===== src/hw/pvc_pkg.sv =====
package pvc_pkg;

   // management register offsets
   localparam logic [4:0] REG_FAST_DATAPATH_CONTROL = 5'h13;
   localparam logic [4:0] REG_TRANSCEIVER_MODE_CONTROL = 5'h14;
   localparam logic [4:0] REG_AUXILIARY_CONTROL = 5'h18;

   // fast_datapath_control fields
   localparam int FDC_RXERR_DIS = 13;
   localparam int FDC_AN_DONE = 12;
   localparam int FDC_RX_AMP = 11;
   localparam int FDC_LOOPBACK = 9;
   localparam int FDC_DC_REST = 8;
   localparam int FDC_NRZI = 7;
   localparam int FDC_4B5B = 6;
   localparam int FDC_TX_ISO = 5;
   localparam int FDC_MODE_LSB = 2;
   localparam int FDC_MLT3_DIS = 1;
   localparam int FDC_SCR_DIS = 0;
   localparam logic [15:0] FDC_WR_MASK = 16'h2FE3;
   localparam logic [15:0] FDC_RST_FIXED = 16'h0100;

   // transceiver_mode_control fields
   localparam int TMC_SQ_EXT = 11;
   localparam int TMC_ADDR_LSB = 3;
   localparam int TMC_PRE_SUP = 1;
   localparam logic [15:0] TMC_WR_MASK = 16'h08FA;
   localparam logic [15:0] TMC_RST_FIXED = 16'h0002;

   // auxiliary_control fields
   localparam int AUX_JAB_DIS = 15;
   localparam int AUX_FORCE_LINK = 14;
   localparam int AUX_HSQ = 7;
   localparam int AUX_LSQ = 6;
   localparam int AUX_EDGE_LSB = 4;
   localparam int AUX_AN_EN = 3;
   localparam int AUX_FORCE100 = 2;
   localparam int AUX_SPD100 = 1;
   localparam int AUX_FDX = 0;
   localparam logic [15:0] AUX_WR_MASK = 16'hC0F0;
   localparam logic [15:0] AUX_RST_FIXED = 16'h0030;

   // current_operating_mode codes
   localparam logic [2:0] MODE_NEGOTIATING = 3'h0;
   localparam logic [2:0] MODE_10_HALF = 3'h1;
   localparam logic [2:0] MODE_100_HALF = 3'h2;
   localparam logic [2:0] MODE_10_FULL = 3'h5;
   localparam logic [2:0] MODE_100_FULL = 3'h6;
   localparam logic [2:0] MODE_ISOLATED = 3'h7;

   // management frame layout
   localparam logic [1:0] OP_WRITE = 2'h1;
   localparam logic [1:0] OP_READ = 2'h2;
   localparam logic [5:0] PREAMBLE_BITS = 6'h20;
   localparam logic [3:0] HDR_LAST = 4'hB;
   localparam logic [3:0] TA_LAST = 4'h1;
   localparam logic [3:0] DATA_LAST = 4'hF;
   localparam logic [4:0] ADDR_ZERO = 5'h00;

   typedef enum logic [5:0] {
      ST_PRE = 6'h01,
      ST_START = 6'h02,
      ST_HDR = 6'h04,
      ST_TA = 6'h08,
      ST_RDATA = 6'h10,
      ST_WDATA = 6'h20
   } pvc_state_t;

   typedef struct packed {
      logic nrziEn;
      logic enc4b5bEn;
      logic mlt3Disable;
      logic scramblerDisable;
      logic [4:0] phyAddr;
      logic anEnable;
      logic force100;
      logic fullDuplex;
   } pvc_strap_t;

   typedef struct packed {
      logic anComplete;
      logic [2:0] currentOperatingMode;
      logic anEnable;
      logic force100;
      logic speed100;
      logic fullDuplex;
   } pvc_status_t;

   typedef struct packed {
      logic rxErrCountDisable;
      logic rxAmp14;
      logic remoteLoopback;
      logic dcRestoreEn;
      logic nrziEn;
      logic enc4b5bEn;
      logic isolate;
      logic mlt3Disable;
      logic scramblerDisable;
      logic squelchExtend;
      logic preambleAccept;
      logic jabberDisable;
      logic forceLinkPass;
      logic highSquelchRaise;
      logic lowSquelchLower;
      logic [1:0] edgeRate;
   } pvc_ctrl_t;

endpackage


===== src/hw/pvc_regs.sv =====
// Behaviour
// - control bit13 stops receive error counting
// - bit12 reads auto-negotiation done
// - bit11 selects 1.4 Vpp receive amplitude
// - bit9 enables remote loopback, resets zero
// - bit8 enables DC restoration, resets one
// - bit7 NRZI conversion, reset from strap
// - bit6 4B/5B coding, reset from strap
// - bit5 isolates transmit and MAC side
// - bits4:2 report current operating mode
// - bits1,0 disable MLT-3, scrambler; strapped
// - mode bit11 lowers 10M squelch
// - address bits7:3 strapped; zero isolates
// - mode bit1 accepts preamble-less frames
// - aux bit15 disables jabber detection
// - aux bit14 forces link pass
// - aux bits7,6 squelch level settings
// - aux bits5,4 edge rate, reset one
// - aux bit3 reads auto-negotiation enabled
// - aux bit2 reads speed forced 100
// - aux bits1,0 speed100 and full duplex
// - strapped bits load from pins at reset
`timescale 1ns/1ps
module pvc_regs (
   input wire logic clock,
   input wire logic rst,
   input wire logic mdc,
   input wire logic mdioIn,
   output logic mdioOut,
   output logic mdioOe,
   input wire pvc_pkg::pvc_strap_t strap,
   input wire pvc_pkg::pvc_status_t status,
   output pvc_pkg::pvc_ctrl_t ctrl
);
   import pvc_pkg::*;

   // reserved codes never reach software
   function automatic logic [2:0] modeCode(input logic [2:0] raw);
      logic [2:0] m;
      m = raw;
      if (raw == 3'h3 || raw == 3'h4) begin
         m = MODE_NEGOTIATING;
      end
      return m;
   endfunction

   function automatic logic isMapped(input logic [4:0] sel);
      return sel == REG_FAST_DATAPATH_CONTROL || sel == REG_TRANSCEIVER_MODE_CONTROL ||
         sel == REG_AUXILIARY_CONTROL;
   endfunction

   function automatic logic [15:0] readWord(
      input logic [4:0] sel,
      input logic [15:0] fdc,
      input logic [15:0] tmc,
      input logic [15:0] aux,
      input pvc_status_t st
   );
      logic [15:0] w;
      w = 16'h0000;
      case (sel)
         REG_FAST_DATAPATH_CONTROL: begin
            w = fdc;
            w[FDC_AN_DONE] = st.anComplete;
            w[FDC_MODE_LSB +: 3] = modeCode(st.currentOperatingMode);
         end
         REG_TRANSCEIVER_MODE_CONTROL: begin
            w = tmc;
         end
         REG_AUXILIARY_CONTROL: begin
            w = aux;
            w[AUX_AN_EN] = st.anEnable;
            w[AUX_FORCE100] = st.force100;
            w[AUX_SPD100] = st.speed100;
            w[AUX_FDX] = st.fullDuplex;
         end
         default: begin
            w = 16'h0000;
         end
      endcase
      return w;
   endfunction

   logic mdcRise;
   logic mdioBit;
   pvc_strap_t strapMeta_q;
   pvc_strap_t strapSync_q;
   pvc_status_t stat_q;
   pvc_state_t state_q;
   logic [5:0] onesCnt_q;
   logic [3:0] bitCnt_q;
   logic [15:0] shift_q;
   logic [15:0] readShift_q;
   logic opRead_q;
   logic hit_q;
   logic [4:0] regSel_q;
   logic [15:0] fdc_q;
   logic [15:0] tmc_q;
   logic [15:0] aux_q;
   logic addrZero_q;
   logic [11:0] hdrWord;
   logic [15:0] wrData;
   logic wrEn;
   logic opOk;
   logic addrOk;
   logic [15:0] rdWord;

   pvc_mdc_sync u_sync (
      .clock(clock),
      .rst(rst),
      .mdc(mdc),
      .mdioIn(mdioIn),
      .mdcRise(mdcRise),
      .mdioBit(mdioBit)
   );

   // strap pins are asynchronous to the clock
   always_ff @(posedge clock) begin
      strapMeta_q <= strap;
      strapSync_q <= strapMeta_q;
   end

   assign hdrWord = {shift_q[10:0], mdioBit};
   assign wrData = {shift_q[14:0], mdioBit};
   assign wrEn = mdcRise && state_q == ST_WDATA && bitCnt_q == DATA_LAST && hit_q && !opRead_q;
   // a refused frame is still walked to its end so the next preamble is found in step
   assign opOk = hdrWord[11:10] == OP_READ || hdrWord[11:10] == OP_WRITE;
   // match follows the live address field, so software may move the port
   assign addrOk = hdrWord[9:5] == tmc_q[TMC_ADDR_LSB +: 5];
   // one word feeds both the first data bit and the shift register
   assign rdWord = readWord(regSel_q, fdc_q, tmc_q, aux_q, stat_q);

   // frame walker, advances once per management clock rise
   always_ff @(posedge clock) begin
      if (rst) begin
         state_q <= ST_PRE;
         onesCnt_q <= 6'h00;
         bitCnt_q <= 4'h0;
         shift_q <= 16'h0000;
         opRead_q <= 1'b0;
         hit_q <= 1'b0;
         regSel_q <= 5'h00;
      end else if (mdcRise) begin
         unique case (state_q)
            ST_PRE: begin
               if (mdioBit) begin
                  if (onesCnt_q != PREAMBLE_BITS) begin
                     onesCnt_q <= onesCnt_q + 6'h01;
                  end
               end else begin
                  // short preamble only counts when suppression is allowed
                  if (onesCnt_q == PREAMBLE_BITS || tmc_q[TMC_PRE_SUP]) begin
                     state_q <= ST_START;
                  end
                  onesCnt_q <= 6'h00;
               end
            end
            ST_START: begin
               bitCnt_q <= 4'h0;
               state_q <= mdioBit ? ST_HDR : ST_PRE;
            end
            ST_HDR: begin
               shift_q <= {shift_q[14:0], mdioBit};
               if (bitCnt_q == HDR_LAST) begin
                  bitCnt_q <= 4'h0;
                  opRead_q <= hdrWord[11:10] == OP_READ;
                  regSel_q <= hdrWord[4:0];
                  hit_q <= opOk && addrOk && isMapped(hdrWord[4:0]);
                  state_q <= ST_TA;
               end else begin
                  bitCnt_q <= bitCnt_q + 4'h1;
               end
            end
            ST_TA: begin
               if (bitCnt_q == TA_LAST) begin
                  bitCnt_q <= 4'h0;
                  state_q <= opRead_q ? ST_RDATA : ST_WDATA;
               end else begin
                  bitCnt_q <= bitCnt_q + 4'h1;
               end
            end
            ST_RDATA, ST_WDATA: begin
               shift_q <= {shift_q[14:0], mdioBit};
               if (bitCnt_q == DATA_LAST) begin
                  bitCnt_q <= 4'h0;
                  state_q <= ST_PRE;
               end else begin
                  bitCnt_q <= bitCnt_q + 4'h1;
               end
            end
            default: begin
               state_q <= ST_PRE;
            end
         endcase
      end
   end

   // read data pin: zero during second turnaround bit, then msb first
   always_ff @(posedge clock) begin
      if (rst) begin
         mdioOut <= 1'b0;
         mdioOe <= 1'b0;
         readShift_q <= 16'h0000;
      end else if (mdcRise) begin
         if (state_q == ST_TA && opRead_q && hit_q) begin
            if (bitCnt_q == TA_LAST) begin
               readShift_q <= rdWord;
               mdioOut <= rdWord[15];
            end else begin
               mdioOe <= 1'b1;
               mdioOut <= 1'b0;
            end
         end else if (state_q == ST_RDATA && mdioOe) begin
            readShift_q <= {readShift_q[14:0], 1'b0};
            mdioOut <= readShift_q[14];
            // release on the last data rise so the host may drive the next preamble
            if (bitCnt_q == DATA_LAST) begin
               mdioOe <= 1'b0;
               mdioOut <= 1'b0;
            end
         end
      end
   end

   // datapath control register
   always_ff @(posedge clock) begin
      if (rst) begin
         fdc_q <= FDC_RST_FIXED;
         fdc_q[FDC_NRZI] <= strapSync_q.nrziEn;
         fdc_q[FDC_4B5B] <= strapSync_q.enc4b5bEn;
         fdc_q[FDC_MLT3_DIS] <= strapSync_q.mlt3Disable;
         fdc_q[FDC_SCR_DIS] <= strapSync_q.scramblerDisable;
      end else if (wrEn && regSel_q == REG_FAST_DATAPATH_CONTROL) begin
         fdc_q <= wrData & FDC_WR_MASK;
      end
   end

   // transceiver mode register
   always_ff @(posedge clock) begin
      if (rst) begin
         tmc_q <= TMC_RST_FIXED;
         tmc_q[TMC_ADDR_LSB +: 5] <= strapSync_q.phyAddr;
      end else if (wrEn && regSel_q == REG_TRANSCEIVER_MODE_CONTROL) begin
         tmc_q <= wrData & TMC_WR_MASK;
      end
   end

   // auxiliary control register, status bits merged at read time
   always_ff @(posedge clock) begin
      if (rst) begin
         aux_q <= AUX_RST_FIXED;
      end else if (wrEn && regSel_q == REG_AUXILIARY_CONTROL) begin
         aux_q <= wrData & AUX_WR_MASK;
      end
   end

   // isolation decided by the address seen at reset, not later writes
   always_ff @(posedge clock) begin
      if (rst) begin
         addrZero_q <= strapSync_q.phyAddr == ADDR_ZERO;
      end
   end

   // status snapshot; strapped indications hold their pin value in reset
   always_ff @(posedge clock) begin
      if (rst) begin
         stat_q.anComplete <= 1'b0;
         stat_q.currentOperatingMode <= MODE_NEGOTIATING;
         stat_q.anEnable <= strapSync_q.anEnable;
         stat_q.force100 <= strapSync_q.force100;
         stat_q.speed100 <= 1'b0;
         stat_q.fullDuplex <= strapSync_q.fullDuplex;
      end else begin
         stat_q <= status;
      end
   end

   // control outputs to the datapath
   always_ff @(posedge clock) begin
      if (rst) begin
         ctrl <= '0;
      end else begin
         ctrl.rxErrCountDisable <= fdc_q[FDC_RXERR_DIS];
         ctrl.rxAmp14 <= fdc_q[FDC_RX_AMP];
         ctrl.remoteLoopback <= fdc_q[FDC_LOOPBACK];
         ctrl.dcRestoreEn <= fdc_q[FDC_DC_REST];
         ctrl.nrziEn <= fdc_q[FDC_NRZI];
         ctrl.enc4b5bEn <= fdc_q[FDC_4B5B];
         // strapped isolation outlives any later write to bit5
         ctrl.isolate <= fdc_q[FDC_TX_ISO] | addrZero_q;
         ctrl.mlt3Disable <= fdc_q[FDC_MLT3_DIS];
         ctrl.scramblerDisable <= fdc_q[FDC_SCR_DIS];
         ctrl.squelchExtend <= tmc_q[TMC_SQ_EXT];
         ctrl.preambleAccept <= tmc_q[TMC_PRE_SUP];
         ctrl.jabberDisable <= aux_q[AUX_JAB_DIS];
         ctrl.forceLinkPass <= aux_q[AUX_FORCE_LINK];
         ctrl.highSquelchRaise <= aux_q[AUX_HSQ];
         ctrl.lowSquelchLower <= aux_q[AUX_LSQ];
         // edge rate has no function behind it, exported for completeness
         ctrl.edgeRate <= aux_q[AUX_EDGE_LSB +: 2];
      end
   end
endmodule


===== src/hw/pvc_mdc_sync.sv =====
`timescale 1ns/1ps
module pvc_mdc_sync (
   input wire logic clock,
   input wire logic rst,
   input wire logic mdc,
   input wire logic mdioIn,
   output logic mdcRise,
   output logic mdioBit
);
   import pvc_pkg::*;

   logic mdcMeta_q;
   logic mdcSync_q;
   logic mdcPrev_q;
   logic mdioMeta_q;
   logic mdioSync_q;

   // first stages feed only the second stages
   always_ff @(posedge clock) begin
      mdcMeta_q <= mdc;
      mdcSync_q <= mdcMeta_q;
      mdioMeta_q <= mdioIn;
      mdioSync_q <= mdioMeta_q;
   end

   // rise pulse and data bit leave aligned, both registered
   always_ff @(posedge clock) begin
      if (rst) begin
         mdcPrev_q <= 1'b0;
         mdcRise <= 1'b0;
         mdioBit <= 1'b1;
      end else begin
         mdcPrev_q <= mdcSync_q;
         mdcRise <= mdcSync_q & ~mdcPrev_q;
         mdioBit <= mdioSync_q;
      end
   end
endmodule


===== config.mk =====
export PLATFORM = sky130hd
export DESIGN_NAME = pvc_regs
export DESIGN_NICKNAME = d
export VERILOG_FILES = /design/src/hw/pvc_pkg.sv /design/src/hw/pvc_regs.sv /design/src/hw/pvc_mdc_sync.sv
export SDC_FILE = /design/constraint.sdc
export NUM_CORES = 1
export LEC_CHECK = 0
export ABC_AREA = 1
export BUFFER_PORTS_ARGS = -buffer_cell sky130_fd_sc_hd__buf_2
export CORE_ASPECT_RATIO = 2
export CORE_MARGIN = 5
export CORE_UTILIZATION = 55
export DETAILED_ROUTE_END_ITERATION = 10
export GPL_TIMING_DRIVEN = 0
export PLACE_DENSITY = 0.74
export RECOVER_POWER = 25
export SLEW_MARGIN = 20
export SYNTH_ARGS = -nofsm -noshare
export SYNTH_HDL_FRONTEND = slang
export SYNTH_SLANG_ARGS = --single-unit

===== constraint.sdc =====
create_clock -name clock -period 5.68 [get_ports clock]
set_input_delay 0.568 -clock clock [delete_from_list [all_inputs] [get_ports clock]]
set_output_delay 0.568 -clock clock [all_outputs]
set_load 0.03 [all_outputs]

==> results.json <==
{
  "status": "finished, final reports clean",
  "hold_depth": 1,
  "dpl.hpwl_um": 9410,
  "crit_path_end_kind": "register",
  "cp.required_ps": 5770,
  "antennaDiodeCount": 0,
  "rows": 51,
  "dpl_cell_area_um2": 5790,
  "grt_usage_pct": 22.7,
  "ys.flop_type": "dfxtp_1",
  "clock_skew_ps": 9.71,
  "synth_edf_count": 10,
  "ant_nets": 0,
  "syn_area_um2": 5420,
  "maxSlewHeadroom_pct": 52.0,
  "drive_above_1_share_pct": 12.1,
  "ys_seq_area_share_pct": 51.8,
  "rsz0062_at_grt": "no",
  "die_h_um": 150,
  "syn_area_per_cell_um2": 7.64,
  "cts-hold-fix-buffers": 0,
  "port-buffer-count": 42,
  "avgRoutedWirePerCell_um": 14.0,
  "first_iter_violations": 297,
  "critPathKind": "reg2reg",
  "ys_ff_latch": 135,
  "pwr-share-clk_pct": 50.3,
  "hold_end": "strapMeta_q[0]",
  "grt_start_max_net_pins": 17,
  "tns_ps": 0,
  "period_share_pct": 42.9,
  "nets": 799,
  "design_area_um2": 6410,
  "r2r.worst_path.cells": 5,
  "hp-start": "strap[0]",
  "drc": 0,
  "r2r_start": "bitCnt_q[0]",
  "combPwrFrac_pct": 4.5,
  "core_um2": 9700,
  "critPathArrivalTime_ps": 2530,
  "first_pass_iters": 5,
  "switching_share_pct": 21.8,
  "final_common_cell": "nand2_1",
  "tritoncts": "done",
  "setup-violations-final": 0,
  "start_kind": "register",
  "post-cts-setup-buffers": 0,
  "h-tree-depth": 4,
  "syn-instance-count": 709,
  "vias": 4751,
  "cts_num_sinks": 135,
  "ios": 43,
  "worst_slew_pin_slew_ps": 720,
  "clkTransAtPathRegs_ps": 60,
  "synth_nets": 738,
  "rrSetupSlack_ps": 3240,
  "path_max_fanout": 10,
  "p_per_area_nw_per_um2": 346,
  "areaGrowthSynthToFinish_pct": 18.3,
  "synthArstFlopShare_pct": 0,
  "fmax_ghz": 0.411,
  "grt_overflow": 0,
  "hold_viol": 0,
  "ys_warn_count": 0,
  "r2r-end": "tmc_q[3]",
  "synth_cell_type_count": 44,
  "grt_pass1_vias": 4625,
  "die-area_um2": 12100,
  "p_int_mw": 1.73,
  "pwr-share-seq_pct": 45.2,
  "cts_root_buf": "clkbuf_16",
  "grt_pass1_wl_um": 21000,
  "antenna_found_initial": 0,
  "final_cell_mix": "nand2_1, dfxtp_1, nor2_1",
  "clock_path_buffers": 2,
  "irDropWorstVdd_v": 0.000339,
  "slew_viol_final": 0,
  "insertion_delay_ps": 410,
  "numCtsBuffers": 17,
  "power_leakage_nw": 3.01,
  "gp_congestion": 0.908,
  "hp-class": "in2reg",
  "drv_cap": 0,
  "fin_crit_ps": 2440,
  "start_util_pct": 55.8,
  "die_x_um": 80.2,
  "p_switching_uw": 482,
  "viasPerCell": 5.19,
  "cts_resized": 0,
  "drt_wl_total_um": 12800
}
[state kept, by name, indices dropped and copies added (netlist names), 4 cells and up]
name,cells
fdc_q,10
readShift_q,15
bitCnt_q,4
stat_q,8
aux_q,6
strapMeta_q,12
shift_q,15
regSel_q,5
ctrl,17
strapSync_q,12
onesCnt_q,6
state_q,6
tmc_q,7
[critical path, stage by stage (launching register included)]
cell and delay (ps):
dfxtp_1 400, ha_1 250, nand3_1 250, nor4_4 330, nand4_1 490, nand2_1 390
[power by group through the flow]
stage	Clock [mW]	Sequential, mW	Combinational, mW
2_1_floorplan	0	1.02	0.0619
3_3_place_gp	0	1.02	0.0959
3_5_place_dp	0	1.02	0.0990
4_1_cts	1.13	1.00	0.0999
5_1_grt	1.17	1.00	0.111
6_report	1.11	1.00	0.0995
[metal layers]
layer	GRT usage [%]	share of wire, %	up-vias
met5	0	0	-
met4	11.7	3.9	0
met3	6.59	5.9	41
met2	40.2	53	176
met1	23.8	37	2166
li1	-	-	2368
[through the flow]
stage               setup slack (ps)  total power [mW]  std cells  hold slack [ps]  util, %
floorplan                       3840              1.09        709              310        -
global placement                3300              1.12        883              310     59.7
detailed placement              3260              1.12        883              314     59.7
CTS                             3230              2.23        915              243     66.2
global route                    3070              2.29        915              239     66.1
finish                          3240              2.21        915              257     66.1
[cells in the mapped netlist (2+ instances only)]
cell | number | area share [%]
nand2_1 | 161 | 11
dfxtp_1 | 125 | 46
nor2_1 | 112 | 7.8
inv_1 | 90 | 6.2
nand3_1 | 50 | 4.6
o21ai_0 | 41 | 3.8
a21oi_1 | 32 | 3.0
clkbuf_1 | 12 | 0.83
nand4_1 | 11 | 1.3
edfxtp_1 | 10 | 5.5
buf_2 | 6 | 0.55
ha_1 | 5 | 1.2
nor3_1 | 5 | 0.46
o211ai_1 | 5 | 0.69
buf_1 | 4 | 0.28
nor2_2 | 3 | 0.35
o22ai_1 | 3 | 0.35
xor2_1 | 3 | 0.49
a21oi_2 | 2 | 0.32
and3_1 | 2 | 0.23
buf_4 | 2 | 0.28
buf_6 | 2 | 0.42
xnor2_1 | 2 | 0.32
[kinds of logic (layout without fill, tap and decap cells)]
kind of cell	count (synthesis)	after routing	share of synthesized area (%)
AO/OA/AOI/OAI	90	90	9.34
XOR/XNOR	5	5	0.809
adder cells (fa/ha/maj)	5	5	1.16
buffers and inverters	119	193	8.83
flip-flops	135	135	51.8
AND/OR/NAND/NOR	355	355	28.1
[layout make-up]
| cell class | count | area [um2] |
|---|---|---|
| clock inverter | 8 | 81.3 |
| buffer | 27 | 133 |
| tap | 132 | 165 |
| timing repair buffer | 42 | 203 |
| sequential | 135 | 2800 |
| clock buffer | 24 | 544 |
| fill | 840 | 3290 |
| multi-input combinational | 455 | 2130 |
| inverter | 92 | 345 |
[worst max path at each step]
stage	startpoint	to	slack, ps	cells past startpoint
2_1_floorplan	bitCnt_q[0]	tmc_q[3]	3840	5
3_3_place_gp	bitCnt_q[0]	tmc_q[3]	3300	5
3_5_place_dp	bitCnt_q[0]	tmc_q[3]	3260	5
4_1_cts	bitCnt_q[0]	tmc_q[3]	3230	5
5_1_grt	bitCnt_q[0]	tmc_q[3]	3070	5
6_report	bitCnt_q[0]	tmc_q[3]	3240	5
Power figures use the tool's default switching activity.
